[src/common/icp_pkg.sv]
package icp_pkg;

   // clock and time base
   localparam int unsigned CLK_PERIOD_NS = 40;
   localparam int unsigned MS_IN_NS = 1000000;
   localparam int unsigned S_IN_MS = 1000;
   localparam int unsigned CYC_PER_MS_DEF = MS_IN_NS / CLK_PERIOD_NS;

   // one chain division in tenths of a degree
   localparam logic [11:0] ANGLE_FULL = 12'hE10;
   localparam logic [11:0] RATE_MAX = 12'hFFF;
   localparam logic [6:0] PCT_FULL = 7'h64;
   localparam int unsigned NUM_CAMS = 4;
   localparam int unsigned NUM_PINS = 4;

   // pin positions in the synchroniser vector
   localparam int unsigned PIN_STEP = 0;
   localparam int unsigned PIN_PUSHER = 1;
   localparam int unsigned PIN_PRODUCT = 2;
   localparam int unsigned PIN_ENABLE = 3;

   // register byte offsets
   localparam logic [7:0] ADDR_CTRL = 8'h00;
   localparam logic [7:0] ADDR_PUSHER_NUM = 8'h04;
   localparam logic [7:0] ADDR_CHAIN_DIV = 8'h08;
   localparam logic [7:0] ADDR_PUSHER_WIDTH = 8'h0C;
   localparam logic [7:0] ADDR_SENSOR_DIST = 8'h10;
   localparam logic [7:0] ADDR_JOG_SPEED = 8'h14;
   localparam logic [7:0] ADDR_JOG_RAMP = 8'h18;
   localparam logic [7:0] ADDR_MAX_SPEED = 8'h1C;
   localparam logic [7:0] ADDR_PROD_OFFSET = 8'h20;
   localparam logic [7:0] ADDR_FOIL_OFFSET = 8'h24;
   localparam logic [7:0] ADDR_SEAL_OFFSET = 8'h28;
   localparam logic [7:0] ADDR_FOIL_EFF = 8'h2C;
   localparam logic [7:0] ADDR_SEAL_EFF = 8'h30;
   localparam logic [7:0] ADDR_STATUS = 8'h34;
   localparam logic [7:0] ADDR_SPEED = 8'h38;
   localparam logic [7:0] ADDR_RATE = 8'h3C;
   // cams: base 0x40, stride 0x10, fields on/off/delay at +0/+4/+8
   localparam logic [1:0] CAM_REGION = 2'h1;
   localparam logic [1:0] CAM_FLD_ON = 2'h0;
   localparam logic [1:0] CAM_FLD_OFF = 2'h1;
   localparam logic [1:0] CAM_FLD_DLY = 2'h2;

   // reset values
   localparam logic [6:0] RST_PUSHER_NUM = 7'h01;
   localparam logic [23:0] RST_CHAIN_DIV = 24'h000E10;
   localparam logic [13:0] RST_PUSHER_WIDTH = 14'h0001;
   localparam logic [26:0] RST_SENSOR_DIST = 27'h0000000;
   localparam logic [6:0] RST_JOG_PCT = 7'h00;
   localparam logic [6:0] RST_JOG_RAMP = 7'h00;
   localparam logic [26:0] RST_MAX_SPEED = 27'h0000000;

   typedef struct packed {
      logic [11:0] on;
      logic [11:0] off;
      logic [9:0] delay;
   } icp_cam_cfg_t;

endpackage

[src/design/icp_chain_top.sv]
// Operation
// - Pusher number 0 takes only the first pusher after enable and then makes every index itself each division.
// - Pusher number 1 uses every physical pusher edge as the index and ignores the division.
// - Pusher number n resynchronises on one physical pusher per chain cycle and makes the n-1 between from the division.
// - Four cam outputs each have on and off points from 0 to 359.9 degrees, 360 degrees being one division.
// - Zero degrees is where the pusher front edge triggers the pusher sensor.
// - Each cam switches on and off earlier by its own delay time of 0 to 999 ms.
// - Jog moves only the chain, at 0 to 100 percent of maximum chain speed.
// - Jog speed ramps with a time of 0 to 99 s that spans zero to full speed.
// - The signed product offset is added to both the foil offset and the sealing offset.
// - A sensor distance sets how far the product travels from the product sensor to the hand-over point.
// - Product sensor edges within the pusher width after a pusher edge are not taken as products.
//
// Design decisions made here: the APB interface to the registers and the placing of the registers.
module icp_chain_top #(
   parameter int unsigned CYC_PER_MS = icp_pkg::CYC_PER_MS_DEF
) (
   // clock and reset
   input wire logic pclk,
   input wire logic presetn,
   // apb slave
   input wire logic [7:0] paddr,
   input wire logic psel,
   input wire logic penable,
   input wire logic pwrite,
   input wire logic [31:0] pwdata,
   output logic [31:0] prdata,
   output logic pready,
   output logic pslverr,
   // machine pins
   input wire logic enc_step_pin,
   input wire logic pusher_pin,
   input wire logic product_pin,
   input wire logic ctrl_en_pin,
   // cams and events
   output logic [icp_pkg::NUM_CAMS-1:0] cam_out,
   output logic index_pulse,
   output logic virtual_index,
   output logic product_detect,
   output logic handoff_pulse,
   // drive setpoints
   output logic [26:0] chain_speed_set,
   output logic jog_active,
   output logic foil_run,
   output logic signed [27:0] foil_offset_eff,
   output logic signed [27:0] seal_offset_eff
);
   import icp_pkg::*;

   localparam logic [31:0] CYC_PER_S = 32'(CYC_PER_MS * S_IN_MS);
   localparam logic [14:0] MS_LAST = 15'(CYC_PER_MS - 1);

   function automatic logic [4:0] cam_dec(input logic [7:0] a);
      cam_dec = {(a[7:6] == CAM_REGION) && (a[1:0] == 2'h0) && (a[3:2] != 2'h3), a[5:4], a[3:2]};
   endfunction

   // configuration registers
   logic jog_cmd;
   logic [6:0] pusher_num;
   logic [23:0] chain_div;
   logic [13:0] pusher_width;
   logic [26:0] sensor_dist;
   logic [6:0] jog_pct;
   logic [6:0] jog_ramp;
   logic [26:0] max_speed;
   logic signed [17:0] prod_offset;
   logic [26:0] foil_offset;
   logic [26:0] seal_offset;
   icp_cam_cfg_t cam_cfg [NUM_CAMS];

   // tracking state
   logic [NUM_PINS-1:0] sync1, sync2, sync3, pin_st, pin_prev;
   logic synced;
   logic [6:0] vcount;
   logic [23:0] pos;
   logic [24:0] acc;
   logic [11:0] angle;
   logic [14:0] ms_cnt;
   logic [11:0] ang_cnt;
   logic [11:0] rate;
   logic [13:0] push_dist;
   logic prod_busy;
   logic [26:0] prod_dist;
   logic [31:0] ramp_acc;

   // three-stage input synchronisers; a change counts once stages two and three agree
   generate
      for (genvar i = 0; i < NUM_PINS; i++) begin : g_sync
         always_ff @(posedge pclk or negedge presetn) begin
            if (!presetn) begin
               sync1[i] <= 1'b0;
               sync2[i] <= 1'b0;
               sync3[i] <= 1'b0;
               pin_st[i] <= 1'b0;
               pin_prev[i] <= 1'b0;
            end else begin
               sync1[i] <= (i == PIN_STEP) ? enc_step_pin : (i == PIN_PUSHER) ? pusher_pin :
                           (i == PIN_PRODUCT) ? product_pin : ctrl_en_pin;
               sync2[i] <= sync1[i];
               sync3[i] <= sync2[i];
               if (sync2[i] == sync3[i]) begin
                  pin_st[i] <= sync3[i];
               end
               pin_prev[i] <= pin_st[i];
            end
         end
      end
   endgenerate

   wire logic [NUM_PINS-1:0] pin_rise = pin_st & ~pin_prev;
   wire logic step = pin_rise[PIN_STEP];
   wire logic push_edge = pin_rise[PIN_PUSHER];
   wire logic prod_edge = pin_rise[PIN_PRODUCT];
   wire logic enabled = pin_st[PIN_ENABLE];

   // apb decode
   wire logic [4:0] cdec = cam_dec(paddr);
   wire logic wr_en = psel & penable & pready & pwrite;
   wire logic setup = psel & ~penable;
   wire logic ro_hit = (paddr == ADDR_FOIL_EFF) || (paddr == ADDR_SEAL_EFF) || (paddr == ADDR_STATUS) ||
                       (paddr == ADDR_SPEED) || (paddr == ADDR_RATE);
   wire logic rw_hit = (paddr == ADDR_CTRL) || (paddr == ADDR_PUSHER_NUM) || (paddr == ADDR_CHAIN_DIV) ||
                       (paddr == ADDR_PUSHER_WIDTH) || (paddr == ADDR_SENSOR_DIST) ||
                       (paddr == ADDR_JOG_SPEED) || (paddr == ADDR_JOG_RAMP) || (paddr == ADDR_MAX_SPEED) ||
                       (paddr == ADDR_PROD_OFFSET) || (paddr == ADDR_FOIL_OFFSET) ||
                       (paddr == ADDR_SEAL_OFFSET);
   wire logic mapped = ro_hit | rw_hit | cdec[4];
   wire icp_cam_cfg_t rd_cam = cam_cfg[cdec[3:2]];
   wire logic [31:0] rd_cam_word = (cdec[1:0] == CAM_FLD_ON) ? {20'h00000, rd_cam.on} :
                                   (cdec[1:0] == CAM_FLD_OFF) ? {20'h00000, rd_cam.off} :
                                   {22'h000000, rd_cam.delay};
   wire logic [31:0] rd_data =
      cdec[4] ? rd_cam_word :
      (paddr == ADDR_CTRL) ? {31'h00000000, jog_cmd} :
      (paddr == ADDR_PUSHER_NUM) ? {25'h0000000, pusher_num} :
      (paddr == ADDR_CHAIN_DIV) ? {8'h00, chain_div} :
      (paddr == ADDR_PUSHER_WIDTH) ? {18'h00000, pusher_width} :
      (paddr == ADDR_SENSOR_DIST) ? {5'h00, sensor_dist} :
      (paddr == ADDR_JOG_SPEED) ? {25'h0000000, jog_pct} :
      (paddr == ADDR_JOG_RAMP) ? {25'h0000000, jog_ramp} :
      (paddr == ADDR_MAX_SPEED) ? {5'h00, max_speed} :
      (paddr == ADDR_PROD_OFFSET) ? 32'(prod_offset) :
      (paddr == ADDR_FOIL_OFFSET) ? {5'h00, foil_offset} :
      (paddr == ADDR_SEAL_OFFSET) ? {5'h00, seal_offset} :
      (paddr == ADDR_FOIL_EFF) ? 32'(foil_offset_eff) :
      (paddr == ADDR_SEAL_EFF) ? 32'(seal_offset_eff) :
      (paddr == ADDR_STATUS) ? {11'h000, enabled, synced, vcount, angle} :
      (paddr == ADDR_SPEED) ? {5'h00, chain_speed_set} :
      (paddr == ADDR_RATE) ? {20'h00000, rate} : 32'h00000000;

   // one wait-free access phase: pready rises in the access cycle
   always_ff @(posedge pclk or negedge presetn) begin
      if (!presetn) begin
         pready <= 1'b0;
         pslverr <= 1'b0;
         prdata <= 32'h00000000;
      end else begin
         pready <= setup;
         pslverr <= setup & ~mapped;
         prdata <= (setup & ~pwrite) ? rd_data : 32'h00000000;
      end
   end

   always_ff @(posedge pclk or negedge presetn) begin
      if (!presetn) begin
         jog_cmd <= 1'b0;
         pusher_num <= RST_PUSHER_NUM;
         chain_div <= RST_CHAIN_DIV;
         pusher_width <= RST_PUSHER_WIDTH;
         sensor_dist <= RST_SENSOR_DIST;
         jog_pct <= RST_JOG_PCT;
         jog_ramp <= RST_JOG_RAMP;
         max_speed <= RST_MAX_SPEED;
         prod_offset <= 18'sh00000;
         foil_offset <= 27'h0000000;
         seal_offset <= 27'h0000000;
      end else if (wr_en) begin
         if (paddr == ADDR_CTRL) jog_cmd <= pwdata[0];
         if (paddr == ADDR_PUSHER_NUM) pusher_num <= pwdata[6:0];
         if (paddr == ADDR_CHAIN_DIV) chain_div <= (pwdata[23:0] == 24'h000000) ? 24'h000001 : pwdata[23:0];
         if (paddr == ADDR_PUSHER_WIDTH) pusher_width <= pwdata[13:0];
         if (paddr == ADDR_SENSOR_DIST) sensor_dist <= pwdata[26:0];
         // percent above full scale is held at full scale
         if (paddr == ADDR_JOG_SPEED) jog_pct <= (pwdata[6:0] > PCT_FULL) ? PCT_FULL : pwdata[6:0];
         if (paddr == ADDR_JOG_RAMP) jog_ramp <= pwdata[6:0];
         if (paddr == ADDR_MAX_SPEED) max_speed <= pwdata[26:0];
         if (paddr == ADDR_PROD_OFFSET) prod_offset <= pwdata[17:0];
         if (paddr == ADDR_FOIL_OFFSET) foil_offset <= pwdata[26:0];
         if (paddr == ADDR_SEAL_OFFSET) seal_offset <= pwdata[26:0];
      end
   end

   generate
      for (genvar c = 0; c < NUM_CAMS; c++) begin : g_camreg
         wire logic cam_wr = wr_en & cdec[4] & (cdec[3:2] == 2'(c));
         always_ff @(posedge pclk or negedge presetn) begin
            if (!presetn) begin
               cam_cfg[c] <= '0;
            end else if (cam_wr) begin
               if (cdec[1:0] == CAM_FLD_ON) cam_cfg[c].on <= pwdata[11:0];
               if (cdec[1:0] == CAM_FLD_OFF) cam_cfg[c].off <= pwdata[11:0];
               if (cdec[1:0] == CAM_FLD_DLY) cam_cfg[c].delay <= pwdata[9:0];
            end
         end
         icp_cam u_cam (
            .pclk(pclk),
            .presetn(presetn),
            .angle(angle),
            .rate(rate),
            .cfg(cam_cfg[c]),
            .cam(cam_out[c])
         );
      end
   endgenerate

   // index selection by pusher number
   wire logic mode_virtual = (pusher_num == 7'h00);
   wire logic mode_every = (pusher_num == 7'h01);
   wire logic [6:0] n_minus1 = pusher_num - 7'h01;
   wire logic phys_take = push_edge & enabled &
                          (~synced | mode_every | (~mode_virtual & (vcount >= n_minus1)));
   wire logic pos_wrap = step & ((pos + 24'h000001) >= chain_div);
   wire logic virt_fire = pos_wrap & synced & enabled & ~phys_take &
                          (mode_virtual | (~mode_every & (vcount < n_minus1)));
   wire logic index_now = phys_take | virt_fire;
   // division wrap zeroes the angle even without an index, so the angle stays modulo one division
   wire logic angle_clr = index_now | pos_wrap;

   // angle in tenths of a degree: distance times 3600 over the division, stepped without a divider
   wire logic [24:0] acc_add = step ? {13'h0000, ANGLE_FULL} : 25'h0000000;
   wire logic ang_inc = (acc >= {1'b0, chain_div});
   wire logic [24:0] next_acc = acc + acc_add - (ang_inc ? {1'b0, chain_div} : 25'h0000000);
   wire logic [11:0] next_angle = (angle >= ANGLE_FULL - 12'h001) ? 12'h000 : angle + 12'h001;

   always_ff @(posedge pclk or negedge presetn) begin
      if (!presetn) begin
         synced <= 1'b0;
         vcount <= 7'h00;
         pos <= 24'h000000;
         acc <= 25'h0000000;
         angle <= 12'h000;
         index_pulse <= 1'b0;
         virtual_index <= 1'b0;
      end else begin
         index_pulse <= index_now;
         virtual_index <= virt_fire;
         if (!enabled) begin
            synced <= 1'b0; // a new enable takes a fresh first pusher
         end else if (phys_take) begin
            synced <= 1'b1;
         end
         if (phys_take) begin
            vcount <= 7'h00;
         end else if (virt_fire) begin
            vcount <= vcount + 7'h01;
         end
         // zero degrees at the pusher front edge: a physical index clears the angle
         if (angle_clr) begin
            pos <= 24'h000000;
            acc <= 25'h0000000;
            angle <= 12'h000;
         end else begin
            pos <= step ? pos + 24'h000001 : pos;
            acc <= next_acc;
            angle <= ang_inc ? next_angle : angle;
         end
      end
   end

   // angle rate over a 1 ms window, used for the cam anticipation
   always_ff @(posedge pclk or negedge presetn) begin
      if (!presetn) begin
         ms_cnt <= 15'h0000;
         ang_cnt <= 12'h000;
         rate <= 12'h000;
      end else if (ms_cnt >= MS_LAST) begin
         ms_cnt <= 15'h0000;
         ang_cnt <= 12'h000;
         rate <= ang_cnt;
      end else begin
         ms_cnt <= ms_cnt + 15'h0001;
         if (ang_inc && !angle_clr && ang_cnt != RATE_MAX) ang_cnt <= ang_cnt + 12'h001;
      end
   end

   // product detection blanked over the pusher width; hand-over after the sensor distance
   wire logic blanked = (push_dist < pusher_width);
   wire logic prod_ok = prod_edge & ~blanked & ~push_edge;
   wire logic at_handoff = prod_busy & (prod_dist >= sensor_dist);

   always_ff @(posedge pclk or negedge presetn) begin
      if (!presetn) begin
         push_dist <= 14'h3FFF;
         prod_busy <= 1'b0;
         prod_dist <= 27'h0000000;
         product_detect <= 1'b0;
         handoff_pulse <= 1'b0;
      end else begin
         if (push_edge) begin
            push_dist <= 14'h0000;
         end else if (step && push_dist != 14'h3FFF) begin
            push_dist <= push_dist + 14'h0001;
         end
         product_detect <= prod_ok;
         handoff_pulse <= at_handoff;
         // a later product restarts the distance; one product in flight is tracked
         if (prod_ok) begin
            prod_busy <= 1'b1;
            prod_dist <= 27'h0000000;
         end else if (at_handoff) begin
            prod_busy <= 1'b0;
         end else if (prod_busy && step) begin
            prod_dist <= prod_dist + 27'h0000001;
         end
      end
   end

   // jog: chain only, ramped towards a share of maximum speed
   wire logic [33:0] jog_prod = max_speed * jog_pct;
   wire logic [26:0] jog_target = jog_cmd ? 27'(jog_prod / 34'(PCT_FULL)) : 27'h0000000;
   wire logic [31:0] ramp_cycles = 32'(jog_ramp) * CYC_PER_S;
   wire logic [32:0] ramp_sum = {1'b0, ramp_acc} + {6'h00, max_speed};
   wire logic ramp_step = (ramp_sum >= {1'b0, ramp_cycles});
   wire logic at_target = (chain_speed_set == jog_target);

   always_ff @(posedge pclk or negedge presetn) begin
      if (!presetn) begin
         ramp_acc <= 32'h00000000;
         chain_speed_set <= 27'h0000000;
         jog_active <= 1'b0;
         foil_run <= 1'b0;
         foil_offset_eff <= 28'sh0000000;
         seal_offset_eff <= 28'sh0000000;
      end else begin
         // one unit per step: max speed over the ramp time gives the full 0 to 100 percent slope
         if (jog_ramp == 7'h00) begin
            ramp_acc <= 32'h00000000;
            chain_speed_set <= jog_target;
         end else if (at_target) begin
            ramp_acc <= 32'h00000000;
         end else if (ramp_step) begin
            ramp_acc <= 32'(ramp_sum - {1'b0, ramp_cycles});
            chain_speed_set <= (chain_speed_set < jog_target) ? chain_speed_set + 27'h0000001
                                                              : chain_speed_set - 27'h0000001;
         end else begin
            ramp_acc <= ramp_sum[31:0];
         end
         jog_active <= jog_cmd | (chain_speed_set != 27'h0000000);
         foil_run <= enabled & ~jog_cmd & (chain_speed_set == 27'h0000000);
         foil_offset_eff <= $signed({1'b0, foil_offset}) + 28'(prod_offset);
         seal_offset_eff <= $signed({1'b0, seal_offset}) + 28'(prod_offset);
      end
   end

endmodule

[src/design/icp_cam.sv]
module icp_cam (
   // clock and reset
   input wire logic pclk,
   input wire logic presetn,
   // chain angle and its rate in tenths of a degree per ms
   input wire logic [11:0] angle,
   input wire logic [11:0] rate,
   // window and anticipation
   input wire icp_pkg::icp_cam_cfg_t cfg,
   // actuator output
   output logic cam
);
   import icp_pkg::*;

   wire logic [21:0] lead_raw;
   wire logic [11:0] lead;
   wire logic [12:0] look_sum;
   wire logic [11:0] look;
   wire logic in_win;

   // anticipation: look ahead by the angle travelled during the delay time
   assign lead_raw = cfg.delay * rate;
   assign lead = 12'(lead_raw % 22'(ANGLE_FULL));
   assign look_sum = {1'b0, angle} + {1'b0, lead};
   assign look = (look_sum >= 13'(ANGLE_FULL)) ? 12'(look_sum - 13'(ANGLE_FULL)) : look_sum[11:0];

   // off below on wraps through zero; equal points give an output that never switches on
   assign in_win = (cfg.on <= cfg.off) ? (look >= cfg.on && look < cfg.off)
                                       : (look >= cfg.on || look < cfg.off);

   always_ff @(posedge pclk or negedge presetn) begin
      if (!presetn) begin
         cam <= 1'b0;
      end else begin
         cam <= in_win;
      end
   end

endmodule

[config.mk]
export PLATFORM = sky130hd
export DESIGN_NAME = icp_chain_top
export DESIGN_NICKNAME = d
export VERILOG_FILES = /design/src/common/icp_pkg.sv /design/src/design/icp_chain_top.sv /design/src/design/icp_cam.sv
export SDC_FILE = /design/constraint.sdc
export NUM_CORES = 2
export LEC_CHECK = 0
export ABC_AREA = 1
export BUFFER_PORTS_ARGS = -buffer_cell sky130_fd_sc_hd__buf_2
export CORE_AREA = 2 2 365 367
export DETAILED_ROUTE_END_ITERATION = 16
export DIE_AREA = 0 0 367 369
export PLACE_DENSITY_LB_ADDON = 0.3
export SETUP_SLACK_MARGIN = 0.3
export SLEW_MARGIN = 20
export SYNTH_ARGS = -nofsm -noshare
export SYNTH_HDL_FRONTEND = slang
export SYNTH_SLANG_ARGS = --single-unit
[constraint.sdc]
create_clock -name pclk -period 20.4 [get_ports pclk]
set_input_delay 3.06 -clock pclk [delete_from_list [all_inputs] [get_ports pclk]]
set_output_delay 3.06 -clock pclk [all_outputs]
set_load 0.005 [all_outputs]
==> run summary <==
Setup repair after global routing could not meet its margin everywhere. The logs give 44.48% for the met1 track utilization from global routing and 135400 sq um for the total die area. The fraction of synthesis flops using an asynchronous set or reset pin works out to 100.0%.

TritonCTS built the clock tree. The number of hold buffers added after CTS was 0. The critical path is of the flip-flop to flip-flop type. The fraction of post-synthesis cell area in the top cell type by area was 20.29%. The post-route netlist has 22.73% of its cells at a drive strength greater than 1. The setup slack of the critical path after layout was -2134 ps; the maximum buffer depth of the clock tree was 3. The number of global-route vias before repair was 73130. The master of the slowest instance on the critical path was sky130_fd_sc_hd__fa_1. The average instance in the mapped netlist occupies 7.286 sq um. The run gives 131100 sq um as the area of the placeable core. The unique cell type count in the Yosys netlist is 92, and the count of clock tree sinks is 646. The cell area after synthesis is 77220 sq um. The run gives 9783 as the number of fillers in the final layout.

STA classifies the critical path endpoint as a flip-flop. At the pin with the least slew margin, the transition time is 1351 ps. Relative to the synthesized area, the layout overhead comes to 22.92%. The H-tree depth was 3; the sequential fraction of the synthesis area was 20.97%. Type of origin of the critical path: a flip-flop. For the worst setup path, the data arrival time is 23100 ps. The sequential share of power was 10.4%. The tools report the leakage power of the design as 53.01 nW.

Together, buffers and inverters on the worst path number 35. The buffer cell driving the clock tree root was sky130_fd_sc_hd__clkbuf_16. After detailed routing, the total wire length is 258000 um. Final critical path time including I/O delays and setup: 22530 ps. Cell family contributing the most delay on the critical path: simple AND/OR/NAND/NOR gates. The clock network is responsible for 10.8% of the overall power.

The run gives 0 as the number of endpoints with negative hold slack in the final report. The placed standard-cell area came out at 83800 sq um. The detailed-routing iteration count for the pre-antenna-repair pass came out at 8. Data on the critical path is required at its endpoint by 20970 ps. The flow ran to the end, but the final reports show violations. In the synthesized netlist the dominant register cell turns out to be sky130_fd_sc_hd__dfrtp_1. The commonest cells after synthesis are sky130_fd_sc_hd__nand2_1 (2278), sky130_fd_sc_hd__inv_1 (1989), sky130_fd_sc_hd__ha_1 (834).

The floorplan step set the die width to 367 um. The relative contribution of combinational cells to total power is 78.8%, and the number of maximum-capacitance violations is 0. The number of warnings printed during yosys synthesis was 0; the weighted congestion at the end of routability-driven global placement was 0.9859. In the finished design, the share of the clock period the worst path needs comes to 110.5%. The remaining antenna violation count is 0.

The number of enable flip-flop cells after synthesis came out at 0. For the half-perimeter wire length of the detailed placement result, the log shows 185900 um. The timing-limited maximum frequency came out at 0.04438 GHz. The logs give 34.80% for the all-layer global routing usage and 9.312% for the relative max-transition margin. For this run, global-route usage on met2 was measured as 56.57%.

The finished cells cover 94920 sq um. The post-synthesis cell type with the largest combined area was sky130_fd_sc_hd__dfrtp_1. The path class of the tightest hold or removal check is flip-flop to flip-flop. Initial DRC count: 7282. The met3 demand-to-capacity share in global routing came out at 5.225%. The cell occurring most often along the worst timing path was sky130_fd_sc_hd__nand2_4. The total number of nets in the final design was 12870; the flip-flop and latch count after synthesis was 646. For the count of pins on the block boundary, the log shows 176.

The vertical die dimension is 369 um. The final reports fail on setup timing. Entering global routing, the biggest net connects 84 pins. The gate count after technology mapping came out at 10600.

Dividing the detail-routed via count by the number of cells gives 5.779. Clock-pin slew was measured on the worst setup and hold paths at 70 ps. The analysis attributes to net switching a power of 6.841 mW. The cell with the most instances after synthesis is sky130_fd_sc_hd__nand2_1. The total overflow left after global routing is 0.

The layer flagged by global routing as most heavily used is met2. The run gives 11 as the initial antenna violation count. Across the routed clock network, the largest skew measured is 31.90 ps. The final route contains 76970 vias.

Setup violations remaining at the end of the flow were counted as 20. Count of buffers from port buffering: 170. In this run, CTS created clock tree buffers numbering 72.

The worst vdd rail ir drop is 1.095 mV, and the largest fanout on the critical path is 7. The first global-routing pass estimated 380600 um of wire. The total negative setup slack is -21180 ps, and the switching power as a share of total power is 50.11%. The logs give 58.89% for the starting utilization of the core area and 0 for the final number of max-transition violations.

The number of nets in the synthesized netlist is 11960. The count of standard-cell rows is 133. Dividing total power by cell area gives a power density of 143.8 nW/um^2.

Ranked by total cell area, the synthesized netlist is headed by sky130_fd_sc_hd__dfrtp_1 (20%), sky130_fd_sc_hd__ha_1 (14%), sky130_fd_sc_hd__fa_1 (12%). Hold is met by 346.8 ps. In the routed design, unresolved DRC markers number 0. The run gives 6.810 mW as the internal power.

The insertion delay of the later-clocked pin in the worst-skew pair came out at 660 ps. On the worst path, the slowest cell contributes a delay of 560 ps. The average wire length per cell after detail routing came out at 19.37 um. The power after layout was 13.65 mW.
[layout by cell type (no fill, tap or decap), types with 116 or more instances in the layout]
cell	n
sky130_fd_sc_hd__buf_4	899
sky130_fd_sc_hd__nand2_4	162
sky130_fd_sc_hd__nand2_1	2058
sky130_fd_sc_hd__fa_1	468
sky130_fd_sc_hd__o22ai_1	116
sky130_fd_sc_hd__xnor2_1	126
sky130_fd_sc_hd__nor2_1	517
sky130_fd_sc_hd__nand2_2	258
sky130_fd_sc_hd__inv_1	1881
sky130_fd_sc_hd__o21ai_0	628
sky130_fd_sc_hd__xor2_1	293
sky130_fd_sc_hd__ha_1	759
sky130_fd_sc_hd__buf_2	169
sky130_fd_sc_hd__inv_2	151
sky130_fd_sc_hd__nand3_1	294
sky130_fd_sc_hd__a21oi_1	568
sky130_fd_sc_hd__dfrtp_1	591
[routing by layer]
metal / up-vias / share of wire [%] / wire (um)
met4: 6 / 7.3 / 18780
met3: 975 / 8.3 / 21530
met5: - / 0.015 / 39
met1: 36770 / 38 / 98910
met2: 3650 / 46 / 118700
li1: 35580 / - / -
[sequential cells by signal, indices dropped and copies added (netlist names), 27 cells and up]
| name | count |
|---|---|
| sensor_dist | 27 |
| seal_offset_eff | 28 |
| foil_offset_eff | 28 |
| chain_speed_set | 27 |
| ramp_acc | 32 |
| foil_offset | 27 |
| prod_dist | 27 |
| max_speed | 27 |
| prdata | 28 |
| seal_offset | 27 |
| cam_cfg | 136 |
[final timing paths]
check	startpoint	to	slack (ps)	depth (start not counted)
setup / recovery	jog_pct[3]	chain_speed_set[13]	-2130	186
setup reg to reg	jog_pct[3]	chain_speed_set[13]	-2130	186
min in group asynchronous	presetn	prdata[30]	2420	1
hold reg to reg	sync1[2]	sync2[2]	350	0
hold / removal	sync1[2]	sync2[2]	350	0
max in group asynchronous	presetn	cam_cfg[43]	13950	5
[timing repair]
| item | in CTS | in global routing |
|---|---|---|
| setup endpoints to repair | 23 | 56 |
| buffers inserted | 95 | 260 |
| gates resized for setup | 321 | 1078 |
| cloned | 1 | 5 |
| pin swaps | 129 | 694 |
[layout make-up]
cell class | count | area (sq um) | area share [%]
Clock inverter | 32 | 536.8 | 0.5655
Multi-Input combinational cell | 7575 | 57260 | 60.32
Sequential cell | 646 | 16240 | 17.11
Tap cell | 1755 | 2196 | 2.313
Antenna cell | 5 | 12.51 | 0.01318
Timing Repair Buffer | 1150 | 8811 | 9.283
Inverter | 2058 | 7777 | 8.194
Clock buffer | 98 | 2082 | 2.193
[cells by family after synthesis]
| group | share of synthesized area, % |
|---|---|
| simple gates | 22.43 |
| compound gates | 13.48 |
| flops | 20.97 |
| fa+ha+maj | 26.06 |
| xor+xnor | 5.375 |
| buf+inv | 11.69 |
[power groups by stage]
| stage | Combinational [mW] | Clock (mW) | Sequential [mW] |
|---|---|---|---|
| finish | 10.8 | 1.47 | 1.42 |
| CTS | 8.83 | 1.47 | 1.42 |
| global route | 11.6 | 1.52 | 1.43 |
| floorplan | 5.27 | 0 | 1.41 |
| detailed placement | 7.94 | 0 | 1.44 |
| global placement | 7.70 | 0 | 1.44 |
[per-stage QoR]
step,std cells,utilization [%],setup slack [ps]
floorplan,10600,-,301.2
global placement,12820,63.91,-1069
detailed placement,12820,63.91,-1773
CTS,13050,67.48,-991.8
global route,13320,72.38,-3424
finish,13320,72.39,-2134
Power figures use the tool's default switching activity.
